==> src/verilog/drt_map.svh <==
// constants of the delay relay timing controller
`ifndef DRT_MAP_SVH
`define DRT_MAP_SVH

// timebase: clock period and the 1 ms tick derived from it
`define DRT_CLK_NS        25
`define DRT_TICK_NS       1000000
`define DRT_TICK_CYCLES   (`DRT_TICK_NS / `DRT_CLK_NS)

// full scale of each decade range in ms, selector code 0 to 7
`define DRT_RANGE0_MS     26'd1000
`define DRT_RANGE1_MS     26'd10000
`define DRT_RANGE2_MS     26'd100000
`define DRT_RANGE3_MS     26'd60000
`define DRT_RANGE4_MS     26'd600000
`define DRT_RANGE5_MS     26'd6000000
`define DRT_RANGE6_MS     26'd3600000
`define DRT_RANGE7_MS     26'd36000000

// fine adjust fraction is fine_adj / 2**shift
`define DRT_FINE_SHIFT    8
`define DRT_MIN_DELAY_MS  26'd1

// half period of the output indicator blink, in ms
`define DRT_BLINK_MS      8'd250

// reset values
`define DRT_RELAY_RST     1'b0
`define DRT_LED_RST       1'b0
`define DRT_BLINK_RST     1'b1

`endif

==> src/verilog/drt_pkg.sv <==
// types of the delay relay timing controller
package drt_pkg;
    typedef logic [2:0]  drt_range_t;
    typedef logic [7:0]  drt_fine_t;
    typedef logic [1:0]  drt_aux_t;
    typedef logic [25:0] drt_ms_t;

    typedef enum logic [2:0] {
        DRT_ON_DELAY,
        DRT_INTERVAL,
        DRT_OFF_DELAY,
        DRT_ONE_SHOT,
        DRT_ONOFF_DELAY,
        DRT_LATCH
    } drt_mode_t;

    // idle: off; wait: off and timing; on: energized; hold: on and timing
    typedef enum logic [1:0] {
        DRT_ST_IDLE,
        DRT_ST_WAIT,
        DRT_ST_ON,
        DRT_ST_HOLD
    } drt_state_t;
endpackage : drt_pkg

==> src/verilog/drt_tick.sv <==
// free-running millisecond timebase
`timescale 1ns/1ps
`default_nettype none
module drt_tick #(
    parameter int unsigned CYCLES = 40000
) (
    // clock and reset
    input  wire logic clk_sys,
    input  wire logic nrst,
    // one-cycle pulse every CYCLES clocks
    output var  logic tick_q
);
    localparam int W = $clog2(CYCLES + 1);
    logic [W-1:0] div_q;

    // divider never stops, so a delay may end up to one tick short
    always_ff @(posedge clk_sys) begin
        if (!nrst || div_q == W'(CYCLES - 1)) begin
            div_q <= '0;
        end else begin
            div_q <= div_q + W'(1);
        end
    end

    always_ff @(posedge clk_sys) begin
        if (!nrst) begin
            tick_q <= 1'b0;
        end else begin
            tick_q <= (div_q == W'(CYCLES - 1));
        end
    end
endmodule : drt_tick
`default_nettype wire

==> src/verilog/drt_ctrl.sv <==
// delay relay timing controller: modes, delay timer, relay and indicators
//
// Overview of operation
// - on/off delay: trigger closing starts timing
// - on/off delay: relay on at timeout until open
// - memory latch: relay toggles on each closure
// - power loss drops relay and all state
// - three selector bits pick eight decades, ascending within the seconds, minutes and hours groups
// - delay equals range times fine fraction, but never less than 1 ms
// - power indicator lit while power present
// - output indicator blinks timing, steady when energized and not timing
// - first build: select off on-delay, on interval
// - second build: select off off-delay, on one-shot
// - on delay: timing from power, trigger ignored
// - interval: relay on at power, off at timeout
// - off delay: close energizes, open times, reclose restarts
// - one shot: each closure restarts, release at timeout
`timescale 1ns/1ps
`default_nettype none
`include "drt_map.svh"
module drt_ctrl #(
    parameter int unsigned TICK_CYCLES = `DRT_TICK_CYCLES
) (
    // clock and reset
    input  wire logic              clk_sys,
    input  wire logic              nrst,
    // supply and trigger, synchronous levels
    input  wire logic              pwr_present,
    input  wire logic              trig_closed,
    // setting switches
    input  wire logic              variant_b,
    input  wire logic              fn_sel,
    input  wire drt_pkg::drt_aux_t aux_fn,
    input  wire drt_pkg::drt_range_t range_sel,
    input  wire drt_pkg::drt_fine_t  fine_adj,
    // relay and indicators
    output var  logic              relay_out_q,
    output var  logic              timing_q,
    output var  logic              pwr_led_q,
    output var  logic              out_led_q
);
    import drt_pkg::*;

    drt_mode_t  mode;
    drt_state_t st_q;
    drt_state_t st_d;
    drt_ms_t    tgt_ms;
    drt_ms_t    cnt_q;
    logic [7:0] blink_cnt_q;
    logic       blink_q;
    logic       pwr_q;
    logic       trig_q;
    logic       ms_tick;
    logic       restart;
    logic       timeout;
    logic       pwr_rise;
    logic       trig_rise;
    logic       trig_fall;

    function automatic logic is_timing(input drt_state_t s);
        return (s == DRT_ST_WAIT) || (s == DRT_ST_HOLD);
    endfunction : is_timing

    function automatic logic is_relay(input drt_state_t s);
        return (s == DRT_ST_ON) || (s == DRT_ST_HOLD);
    endfunction : is_relay

    // decade full scale, ascending with the selector code within seconds (0-2), minutes (3-5) and hours (6-7)
    function automatic drt_ms_t range_ms(input drt_range_t sel);
        drt_ms_t r;
        r = `DRT_RANGE0_MS;
        if (sel == 3'h1) r = `DRT_RANGE1_MS;
        else if (sel == 3'h2) r = `DRT_RANGE2_MS;
        else if (sel == 3'h3) r = `DRT_RANGE3_MS;
        else if (sel == 3'h4) r = `DRT_RANGE4_MS;
        else if (sel == 3'h5) r = `DRT_RANGE5_MS;
        else if (sel == 3'h6) r = `DRT_RANGE6_MS;
        else if (sel == 3'h7) r = `DRT_RANGE7_MS;
        return r;
    endfunction : range_ms

    // aux 01 and 10 reach the trigger modes outside the two builds
    always_comb begin
        if (aux_fn == 2'h1) mode = DRT_ONOFF_DELAY;
        else if (aux_fn == 2'h2) mode = DRT_LATCH;
        else if (variant_b) mode = fn_sel ? DRT_ONE_SHOT : DRT_OFF_DELAY;
        else mode = fn_sel ? DRT_INTERVAL : DRT_ON_DELAY;
    end

    // settings are live, so turning the knob stretches or shortens a running delay
    always_comb begin
        logic [33:0] prod;
        prod = {8'h00, range_ms(range_sel)} * {26'h0, fine_adj};
        tgt_ms = prod[33:`DRT_FINE_SHIFT];
        if (tgt_ms < `DRT_MIN_DELAY_MS) tgt_ms = `DRT_MIN_DELAY_MS;
    end

    drt_tick #(
        .CYCLES (TICK_CYCLES)
    ) u_tick (
        .clk_sys (clk_sys),
        .nrst    (nrst),
        .tick_q  (ms_tick)
    );

    assign pwr_rise  = pwr_present && !pwr_q;
    assign trig_rise = trig_closed && !trig_q;
    assign trig_fall = !trig_closed && trig_q;
    assign timeout   = is_timing(st_q) && ms_tick
                       && ((cnt_q + 26'd1) >= tgt_ms);

    // edge history of supply and trigger
    always_ff @(posedge clk_sys) begin
        if (!nrst) begin
            pwr_q  <= 1'b0;
            trig_q <= 1'b0;
        end else begin
            pwr_q  <= pwr_present;
            trig_q <= trig_closed;
        end
    end

    // function sequencer
    always_comb begin
        st_d    = st_q;
        restart = 1'b0;
        if (!pwr_present) begin
            st_d = DRT_ST_IDLE;
        end else begin
            case (mode)
                DRT_ON_DELAY: begin
                    if (pwr_rise) begin
                        st_d    = DRT_ST_WAIT;
                        restart = 1'b1;
                    end else if (st_q == DRT_ST_WAIT && timeout) begin
                        st_d = DRT_ST_ON;
                    end
                end
                DRT_INTERVAL: begin
                    if (pwr_rise) begin
                        st_d    = DRT_ST_HOLD;
                        restart = 1'b1;
                    end else if (st_q == DRT_ST_HOLD && timeout) begin
                        st_d = DRT_ST_IDLE;
                    end
                end
                DRT_OFF_DELAY: begin
                    if (trig_rise) begin
                        st_d = DRT_ST_ON;
                    end else if (trig_fall && st_q != DRT_ST_IDLE) begin
                        st_d    = DRT_ST_HOLD;
                        restart = 1'b1;
                    end else if (st_q == DRT_ST_HOLD && timeout) begin
                        st_d = DRT_ST_IDLE;
                    end
                end
                DRT_ONE_SHOT: begin
                    if (trig_rise) begin
                        st_d    = DRT_ST_HOLD;
                        restart = 1'b1;
                    end else if (st_q == DRT_ST_HOLD && timeout) begin
                        st_d = DRT_ST_IDLE;
                    end
                end
                DRT_ONOFF_DELAY: begin
                    if (trig_rise) begin
                        st_d    = DRT_ST_WAIT;
                        restart = 1'b1;
                    end else if (!trig_closed) begin
                        st_d = DRT_ST_IDLE;
                    end else if (st_q == DRT_ST_WAIT && timeout) begin
                        st_d = DRT_ST_ON;
                    end
                end
                DRT_LATCH: begin
                    if (trig_rise) begin
                        st_d = is_relay(st_q) ? DRT_ST_IDLE : DRT_ST_ON;
                    end else if (is_timing(st_q)) begin
                        st_d = DRT_ST_IDLE;
                    end
                end
                default: st_d = DRT_ST_IDLE;
            endcase
        end
    end

    // state and registered outputs share one next value
    always_ff @(posedge clk_sys) begin
        if (!nrst) begin
            st_q        <= DRT_ST_IDLE;
            relay_out_q <= `DRT_RELAY_RST;
            timing_q    <= 1'b0;
        end else begin
            st_q        <= st_d;
            relay_out_q <= is_relay(st_d);
            timing_q    <= is_timing(st_d);
        end
    end

    // elapsed ms of the running delay
    always_ff @(posedge clk_sys) begin
        if (!nrst || restart || !is_timing(st_d)) begin
            cnt_q <= '0;
        end else if (ms_tick) begin
            cnt_q <= cnt_q + 26'd1;
        end
    end

    // blink phase, starts lit so a short delay still shows; it restarts
    // with the delay counter so a tick on the start edge cannot shorten
    // the first lit half period
    always_ff @(posedge clk_sys) begin
        if (!nrst || restart || !is_timing(st_d)) begin
            blink_cnt_q <= 8'h00;
            blink_q     <= `DRT_BLINK_RST;
        end else if (ms_tick) begin
            if (blink_cnt_q == `DRT_BLINK_MS - 8'd1) begin
                blink_cnt_q <= 8'h00;
                blink_q     <= !blink_q;
            end else begin
                blink_cnt_q <= blink_cnt_q + 8'd1;
            end
        end
    end

    // indicators; timing wins over steady so a held relay still blinks
    always_ff @(posedge clk_sys) begin
        if (!nrst) begin
            pwr_led_q <= `DRT_LED_RST;
            out_led_q <= `DRT_LED_RST;
        end else begin
            pwr_led_q <= pwr_present;
            out_led_q <= is_timing(st_d) ? blink_q : is_relay(st_d);
        end
    end
endmodule : drt_ctrl
`default_nettype wire

==> config.mk <==
export PLATFORM = sky130hd
export DESIGN_NAME = drt_ctrl
export DESIGN_NICKNAME = d
export VERILOG_FILES = /design/src/verilog/drt_pkg.sv /design/src/verilog/drt_tick.sv /design/src/verilog/drt_ctrl.sv
export VERILOG_INCLUDE_DIRS = /design/src /design/src/verilog
export SDC_FILE = /design/constraint.sdc
export NUM_CORES = 1
export LEC_CHECK = 0
export ABC_AREA = 1
export BUFFER_PORTS_ARGS = -buffer_cell sky130_fd_sc_hd__buf_2
export CORE_AREA = 2 2 96 191
export DETAILED_ROUTE_END_ITERATION = 7
export DIE_AREA = 0 0 98 193
export PLACE_DENSITY = 0.7
export SETUP_SLACK_MARGIN = 0.5
export SLEW_MARGIN = 40
export SYNTH_ARGS = -nofsm -noshare
export SYNTH_HDL_FRONTEND = slang
export SYNTH_SLANG_ARGS = --single-unit
==> constraint.sdc <==
create_clock -name clk_sys -period 19.89 [get_ports clk_sys]
set_input_delay 2.9835 -clock clk_sys [delete_from_list [all_inputs] [get_ports clk_sys]]
set_output_delay 2.9835 -clock clk_sys [all_outputs]
set_load 0.03 [all_outputs]
==> results.md, run 1 <==
- Port bufs: 22
- Min Tclk post-route: roughly 11 ns
- Mean post-synth cell area: slightly below 7 sq um
- Post-synthesis cell type count: 40
- Share of layout cells above drive strength 1: 4.34%
- CP Class: input pin to flop
- Total Routing Usage GR: approximately a quarter
- Initial Utilization: 53.1%
- Fin nets: about 1.6k
- Ys Warns: 0
- Sequential-to-total area share from yosys stat: around an eighth
- Post-route clock period utilization: approximately 54%
- Reg clk slew, reported paths: approximately 0.05 ns
- Arrival time at the worst endpoint: approximately 11 ns
- Worst hold path class: flop to flop
- EDFF count, synth: 0
- Antenna violations before repair: 0
- Critical path's slowest cell: fa_1
- Die height: slightly below 200 microns
- Fin cells: about 1.6k
- Most frequent cell after synthesis: inv_1
- Hold wc startpoint: u_tick.div_q[0]$_SDFF_PP0_
- Pwr dens: 104 nW/um^2
- Slew headroom: between 40% and 50%
- CTS tree: yes
- Drt via density: about 5.2
- Top-area cell type share of the netlist area: a little under a quarter
- GR Overflow Total: 0
- Fin. Hold Viols: 0
- Hold buffer count at CTS: 0
- Min Hold Slack: roughly 0.45 ns
- Vias: 8,340
- Post-CTS resize count: 0
- Initial DRC Count: 467
- Vias in the first global route: a little over 8k
- Post-route DRC: 0
- Critical path endpoint category: flop
- Synth area leaders: fa_1, dfxtp_1, inv_1
- Setup TNS: 0 ns
- Layout area overhead: 6.82%
- Synth area leader: fa_1
- Clock insertion delay at the later pin of the skew report: around 0.32 ns
- CP top delay family: simple AND/OR/NAND/NOR gates
- Critical path peak fanout: 34
- List of most frequent post-synthesis cells: inv_1, nand2_1, nor2_1
- Setup Fix Bufs, Post-CTS: 0
- Post-place setup slack: just over 9 ns
- Final instance area: ~10000 sq um
- Inserted Clock Buffers: 9
- H-tree depth: 3
- Largest net degree at the start of global routing: 35
- Most frequent CP cell: nand2_1
- Wire per inst: about 14 microns
- Die W: 98 microns
- Max IR drop VDD: a little under 60 uV
- Maxcap violations: 0
- CP Launch Type: input pin
- Placed Instances: 1,578
- Final ANT Viol Nets: 0
- Antenna diodes: 0
- Clock sink total: just under 60
- Reg2reg start: cnt_q[0]$_SDFFE_PP0P_
- Io pins: 23
- Crit path buffers/inverters: 6
- Post-Route Skew: roughly 0.0085 ns
- Die ar.: between 15,000 and 20,000 sq um
- RSZ-0062 raised after global routing: no
- Post-DP Area: just under 10,000 sq um
- Worst-margin pin slew: just under 0.8 ns
- Prevailing post-synth register cell: dfxtp_1
- Ys async rst share: 0%
- Clk root buf: clkbuf_16
- Routed WL: between 20 and 25 mm
- DP Wirelength: approximately 19 mm
- Critical Path RT: roughly 20 ns
- Core area: approximately 18,000 sq um
- Leak: around 5.2 nW
- Maximum operating frequency: slightly above 90 MHz
- First-pass GRT wire length: approximately 37 mm
- Setup WS post-layout: roughly 9 ns
- Drt pass-1 iters: 5
- Final Max Tran Viols: 0
- Final GP Congestion: between 0.9 and 1
- Gate count of the mapped netlist: about 1.4k
- Post-Syn Nets: around 1.6k
- Bufs on Longest Clock Path: 2
- Origin of the worst setup path: range_sel[2]
- Largest stage delay on the critical path: 0.55 ns
- Row cnt: slightly below 70
- Status: finished clean
- Seq cells post-synth: 58
- Cell Area, Synth: a little over 9000 sq um
- Setup-failing EPs final: 0
sequential cells by signal, summed over array words and instances (netlist names), 2 cells and up:
name,cells
blink_cnt_q,8
cnt_q,26
st_q,2
u_tick.div_q,16
worst paths after layout:
path / endpoint / slack (ns) / cells past startpoint
worst max-delay path: cnt_q[0]$_SDFFE_PP0P_ / 9.19 / 40
worst min-delay path: u_tick.div_q[0]$_SDFF_PP0_ / 0.45 / 1
worst max register to register: cnt_q[0]$_SDFFE_PP0P_ / 15.79 / 23
worst min register to register: u_tick.div_q[0]$_SDFF_PP0_ / 0.45 / 1
area by class of cell:
class	count	area (sq um)
Inverter	306	1150
Timing Repair Buffer	23	118
Tap cell	213	267
Multi-Input combinational cell	978	6920
Sequential cell	58	1160
Clock buffer	12	246
Fill cell	1730	7590
Clock inverter	4	75.1
placed cells by master (no fill, tap or decap), types with 3 or more instances in the layout:
master	count
a21o_1	4
a21oi_1	45
buf_2	22
clkbuf_16	9
clkinv_1	6
dfxtp_1	57
fa_1	111
ha_1	82
inv_1	300
mux2i_1	6
nand2_1	285
nand3_1	46
nand3_2	3
nand3b_1	4
nand4_1	23
nor2_1	219
nor2_2	3
nor2_4	4
nor3_1	26
nor4_1	9
o21a_1	5
o21ai_0	36
or2_2	4
xnor2_1	9
xor2_1	33
through the flow:
step                      util (%)  power [mW]
final                         56.7        1.03
after global routing          56.7        1.16
after CTS                     56.7        1.04
after detailed placement      54.8       0.865
after global placement        54.8       0.859
after floorplan                  -       0.694
power by group:
group / leakage [nW] / internal, mW / switching, mW
registers: 0.469 / 0.117 / 0.000712
logic: 4.63 / 0.263 / 0.482
clock network: 0.149 / 0.113 / 0.0537
total: 5.24 / 0.494 / 0.537
kinds of logic (layout without fill, tap and decap cells):
family          after synthesis  in the layout  share of synthesized area, %
buf+inv                     323            345                          13.1
compound gates              103            103                          6.10
xor+xnor                     43             43                          4.13
fa+ha+maj                   193            193                          34.9
simple gates                633            633                          28.6
flops                        58             58                          12.5
mux                           6              6                         0.646
routing by layer:
metal	part of all wire (%)	routed length (microns)	track usage (%)	vias to the layer above
met3	4.0	868	2.56	51
met5	0	0	0	-
met1	43	9320	31.0	3916
met4	2.7	594	6.89	0
met2	51	11100	42.3	199
li1	-	-	-	4174
Power figures use the tool's default switching activity.
==> inputs of run 2 (changes only) <==
- ABC_AREA: 1 -> 0
- CORE_AREA: 2 2 96 191 -> 2 2 95 189
- DIE_AREA: 0 0 98 193 -> 0 0 97 191
- PLACE_DENSITY: 0.7 -> 0.72
- clock period: 19.89 -> 9.2 ns (I/O delays scaled with it)
==> results.md, run 2 <==
- Status: finished clean
- Post-synthesis xor/xnor area fraction: 9.04%
- CTS tree: yes
- Met1 usage: 27.1%
- Antenna diodes: 0
- Share of layout cells above drive strength 1: 15.8%
- Critical path peak fanout: 14
- Number of fill cells: around 1.5k
- Compound-gate portion of the synthesized area: between 8 and 9%
- Largest family of logic cells by synthesized area: adder cells
- Seq cells post-synth: 58
- Synth area leader: fa_1
- Fin nets: between 1k and 1.5k
- Critical path's slowest cell: fa_1
- Arrival time at the worst endpoint: between 8 and 9 ns
- Die ar.: between 15,000 and 20,000 sq um
- GR Overflow Total: 0
- Critical Path RT: 9.43 ns
- H-tree depth: 3
- Io pins: 23
- Post-route clock period utilization: approximately nine tenths
- Largest stage delay on the critical path: roughly 0.54 ns
- Post-Route Skew: ~0.0067 ns
- Register bank with the most flops: cnt_q
- Setup WS post-layout: ~0.75 ns
- Reg clk slew, reported paths: about 0.050 ns
- Setup-failing EPs final: 0
- CP Launch Type: input pin
- EDFF count, synth: 0
- Layout area overhead: 11.2%
- RSZ-0062 raised after global routing: no
- Maxcap violations: 0
- Core area: about 17,000 sq um
- Fin cells: 1,294
- Antenna violations before repair: 0
- Max IR drop VDD: approximately 170 uV
- Pwr dens: between 200 and 250 nW/um^2
- Clock insertion delay at the later pin of the skew report: 0.32 ns
- Leak: 4.73 nW
- Clock sink total: between 50 and 60
- Min Tclk post-route: 8.45 ns
- Biggest regs: cnt_q x26, u_tick.div_q x16, blink_cnt_q x8
- Drt pass-1 iters: 4
- Post-Syn Nets: about 1.3k
- Wire per inst: 15.0 microns
- Mux contribution to synthesized area: less than 1%
- Final instance area: 10,100 sq um
- Total Routing Usage GR: between 20% and 30%
- Min Hold Slack: 0.473 ns
- Top-area cell type share of the netlist area: approximately a quarter
- Vias in the first global route: 7,449
- Largest net degree at the start of global routing: 32
- Setup TNS: 0 ns
- Post-route DRC: 0
- Clk root buf: clkbuf_16
- Drt via density: 5.46
- Initial DRC Count: 373
- Global route hottest layer: met2
- Mean post-synth cell area: between 8 and 9 sq um
- Met2 Use GR: around two fifths
- Port bufs: 22
- Slew headroom: 63.5%
- Most frequent CP cell: fa_1
- List of most frequent post-synthesis cells: inv_1, fa_1, nand2_1
- Die W: 97 microns
- Inserted Clock Buffers: 9
- Post-synthesis cell type count: approximately 70
- Leading cell types in the layout, fill and taps excluded: inv_1, fa_1, nand2_1, ha_1, and2_1
- Final Max Tran Viols: 0
- Post-place setup slack: -0.0398 ns
- Synth area leaders: fa_1, dfxtp_1, ha_1
- Post-Synth Adder-Cell Area: between 30 and 40%
- Vias: roughly 7.1k
- Fin. Hold Viols: 0
- Prevailing post-synth register cell: dfxtp_1
- Max reg flops: 26
- Ys Warns: 0
- Worst-margin pin slew: ~0.55 ns
- CP Class: input pin to flop
- Met3 usage: under 10%
- Row cnt: around 70
- Initial Utilization: between 50% and 60%
- DP Wirelength: around 16 mm
- Placed Instances: 1,269
- Critical path endpoint category: flop
- Maximum operating frequency: ~120 MHz
- Post-DP Area: 9470 sq um
- Worst hold path class: flop to flop
- Gate count of the mapped netlist: ~1.0k
- Commonest non-fill, non-tap cell in the layout: inv_1
- Sequential-to-total area share from yosys stat: approximately an eighth
- Final GP Congestion: 0.922
- Routed WL: a little under 20 mm
- Ys async rst share: 0%
- Cell Area, Synth: 9110 sq um
- Simple-Gate Fraction of Synth Area: roughly 25%
- Die height: around 190 microns
- Most frequent cell after synthesis: inv_1
- First-pass GRT wire length: ~34 mm
- Final ANT Viol Nets: 0
- Bufs on Longest Clock Path: 2
run 2: changes by cell type after synthesis, sizes merged, moves of 24 or more:
cell and change:
nand2 -189, inv -152, nor2 -146, and2 +82, xnor2 +26, xor2 +25
nand3 -24
run 2: final timing paths:
check             cells past startpoint  slack (ns)                     endpoint                        from
hold reg to reg                       1        0.47   u_tick.div_q[0]$_SDFF_PP0_  u_tick.div_q[0]$_SDFF_PP0_
hold / removal                        1        0.47   u_tick.div_q[0]$_SDFF_PP0_  u_tick.div_q[0]$_SDFF_PP0_
setup / recovery                     31        0.75  blink_cnt_q[6]$_SDFFE_PP0P_                range_sel[0]
setup reg to reg                     18        4.58  blink_cnt_q[6]$_SDFFE_PP0P_       cnt_q[0]$_SDFFE_PP0P_
run 2: kinds of logic after synthesis:
kind of cell / Yosys count
muxes: 6
and+or+nand+nor: 401
DFF: 58
adders and majority gates: 193
buffers and inverters: 183
xor gates and xnor gates: 94
AOI/OAI and AO/OA: 114
run 2: critical path: cells and delay by family:
family                   cells  cell delay [ns]
AO/OA/AOI/OAI               13             2.71
XOR/XNOR                     1             0.30
adder cells (fa/ha/maj)      6             2.67
buffers and inverters        5             0.63
AND/OR/NAND/NOR              6             1.00
run 2: cell type report:
class                      count  area (sq um)  area share (%)
inverter                     148           556            5.49
tap                          210           263            2.60
timing repair buffer          54           393            3.88
clock inverter                 6          57.6           0.569
sequential                    58          1160            11.5
multi-input combinational    808          7460            73.7
clock buffer                  10           229            2.26
run 2: report_power, final:
group / internal, mW / total [mW] / switching (mW) / leakage [nW]
sequential: 0.254 / 0.256 / 0.00207 / 0.468
combinational: 0.733 / 1.66 / 0.926 / 4.12
clock: 0.207 / 0.315 / 0.108 / 0.142
total: 1.19 / 2.23 / 1.04 / 4.73
run 2: layer usage:
metal	part of all wire, %	up-vias	wire [microns]
met5	0	-	0
met4	2.1	0	409
met3	2.0	30	387
met2	53	109	10400
met1	42	3490	8230
li1	-	3440	-
run 2: through the flow:
step           total power [mW]  utilization [%]
2_1_floorplan              1.41                -
3_3_place_gp               1.68             55.4
3_5_place_dp               1.71             55.4
4_1_cts                    2.07             57.4
5_1_grt                    2.47             59.2
6_report                   2.23             59.2
run 2: timing repair:
| action | in CTS | in global routing |
|---|---|---|
| pin swaps | 1 | 20 |
| endpoints found under the setup margin | 36 | 38 |
| buffers inserted | 1 | 8 |
| cloned | 0 | 0 |
| hold buffers | 0 | 0 |
| gates resized for setup | 15 | 63 |
==> inputs of run 3 (changes only) <==
- ABC_AREA: 0 -> 1
- CORE_AREA: 2 2 95 189 -> 2 2 96 191
- DIE_AREA: 0 0 97 191 -> 0 0 98 193
==> results.md, run 3 (synthesis gave the netlist of run 1 again) <==
- Initial DRC Count: 534
- Met3 usage: under 10%
- Min Tclk post-route: around 8.2 ns
- Fin nets: 1,591
- Setup Fix Bufs, Post-CTS: 0
- Critical Path RT: about 9.4 ns
- Drt via density: roughly 5.2
- Clk root buf: clkbuf_16
- NetSw: 1.17 mW
- H-tree depth: 3
- Status: finished clean
- Tot Pwr: approximately 2.3 mW
- Pwr dens: between 200 and 250 nW/um^2
- Post-place setup slack: between 0.6 and 0.7 ns
- Die height: 193 microns
- Layout area overhead: 7.37%
- Vias: 8,350
- Int Pwr: approximately 1.1 mW
- Worst hold path class: flop to flop
- Post-route clock period utilization: between 80% and 90%
- Final GP Congestion: slightly above 0.9
- Clock power share: around 17%
- Initial Utilization: approximately 53%
- Total Routing Usage GR: about 24%
- Reg2Reg Depth: 24
- Register bank with the most flops: cnt_q
- Biggest regs: cnt_q x26, u_tick.div_q x16, blink_cnt_q x8
- Wire per inst: around 14 microns
- Most frequent CP cell: nand2_1
- Critical path peak fanout: 34
- Hold buffer count at CTS: 0
- RSZ-0062 raised after global routing: no
- Max IR drop VDD: between 100 and 150 uV
- First-pass GRT wire length: 37.8 mm
- Reg clk slew, reported paths: about 0.050 ns
- Clock sink total: 58
- Antenna diodes: 0
- Worst Setup EP: blink_cnt_q[2]$_SDFFE_PP0P_
- Die ar.: between 15,000 and 20,000 sq um
- Row cnt: 69
- Final Max Tran Viols: 0
- Port bufs: 22
- Flop pwr share: approximately 11%
- Slew headroom: about three fifths
- Share of layout cells above drive strength 1: 4.70%
- CP Launch Type: input pin
- Hold depth: 1
- Critical path endpoint category: flop
- Hold wc startpoint: u_tick.div_q[0]$_SDFF_PP0_
- Met1 usage: between 30% and 40%
- Io pins: 23
- CP Class: input pin to flop
- Critical path's slowest cell: fa_1
- Core area: around 18,000 sq um
- Vias in the first global route: between 8k and 9k
- Maxcap violations: 0
- Clock insertion delay at the later pin of the skew report: between 0.3 and 0.4 ns
- Arrival time at the worst endpoint: between 8 and 9 ns
- Post-CTS resize count: 0
- Post-Route Skew: ~0.0039 ns
- Maximum operating frequency: between 100 and 150 MHz
- Setup-failing EPs final: 0
- Fin. Hold Viols: 0
- Drt pass-1 iters: 5
- Inserted Clock Buffers: 9
- DP Wirelength: approximately 19 mm
- Switching share of power: 51.8%
- Leak: about 5.3 nW
- Comb power frac: a little under three quarters
- Die W: 98 microns
- Setup TNS: 0 ns
- Met2 Use GR: a little over two fifths
- Reg2reg start: cnt_q[0]$_SDFFE_PP0P_
- Global route hottest layer: met2
- Bufs on Longest Clock Path: 2
- Origin of the worst setup path: range_sel[2]
- GR Overflow Total: 0
- Worst-margin pin slew: between 0.5 and 0.6 ns
- Final ANT Viol Nets: 0
- Max reg flops: 26
- Routed WL: 22.3 mm
- CTS tree: yes
- Antenna violations before repair: 0
- Worst R2R End: blink_cnt_q[2]$_SDFFE_PP0P_
- Leading cell types in the layout, fill and taps excluded: inv_1, nand2_1, nor2_1, fa_1, ha_1
- Largest stage delay on the critical path: between 0.5 and 0.6 ns
- Largest net degree at the start of global routing: 35
- Number of fill cells: about 1.7k
- Commonest non-fill, non-tap cell in the layout: inv_1
- Setup WS post-layout: slightly above 1 ns
- R2r setup slk: 5.48 ns
- Util after Layout: 57.0%
- Post-route DRC: 0
run 3: metal layers:
layer  vias up  part of all wire, %  routed length [microns]
met4         0                  2.4                      543
met3        54                  4.4                      989
met2       233                   51                    11400
met1      3890                   42                     9420
met5         -                    0                        0
li1       4173                    -                        -
run 3: worst max-delay path: cells and delay by family:
kind            cells  cell delay (ns)
simple gates       29             2.97
fa+ha+maj           6             2.73
buf+inv             8             1.03
compound gates      1             0.26
run 3: worst min path at each step:
stage / endpoint / slack, ns
after CTS: u_tick.div_q[0]$_SDFF_PP0_ / 0.47
after global placement: u_tick.div_q[0]$_SDFF_PP0_ / 0.42
after floorplan: u_tick.div_q[0]$_SDFF_PP0_ / 0.41
after global routing: u_tick.div_q[0]$_SDFF_PP0_ / 0.49
after detailed placement: u_tick.div_q[0]$_SDFF_PP0_ / 0.46
final: u_tick.div_q[0]$_SDFF_PP0_ / 0.47
run 3: layout make-up:
cell class              count  area, sq um  share of cell area (%)
clock buffers              10          229                    2.29
well taps                 213          267                    2.67
multi-input cells         978         6930                    69.4
flip-flops and latches     58         1160                    11.6
clock inverters             6          105                    1.05
repair buffers             26          144                    1.44
inverters                 306         1150                    11.5
run 3: metrics by stage:
stage                     cells  area, sq um  hold WS, ns
after CTS                  1597         9970        0.471
after global routing       1597         9980        0.487
after floorplan            1359         9300        0.413
after detailed placement   1581         9630        0.462
final                      1597         9980        0.466
after global placement     1581         9630        0.424
run 3: power groups by stage:
stage / clock network, mW / logic [mW] / registers (mW)
after global routing: 0.394 / 1.88 / 0.256
after CTS: 0.382 / 1.63 / 0.256
after global placement: 0 / 1.59 / 0.261
after detailed placement: 0 / 1.62 / 0.261
after floorplan: 0 / 1.24 / 0.262
final: 0.375 / 1.62 / 0.256
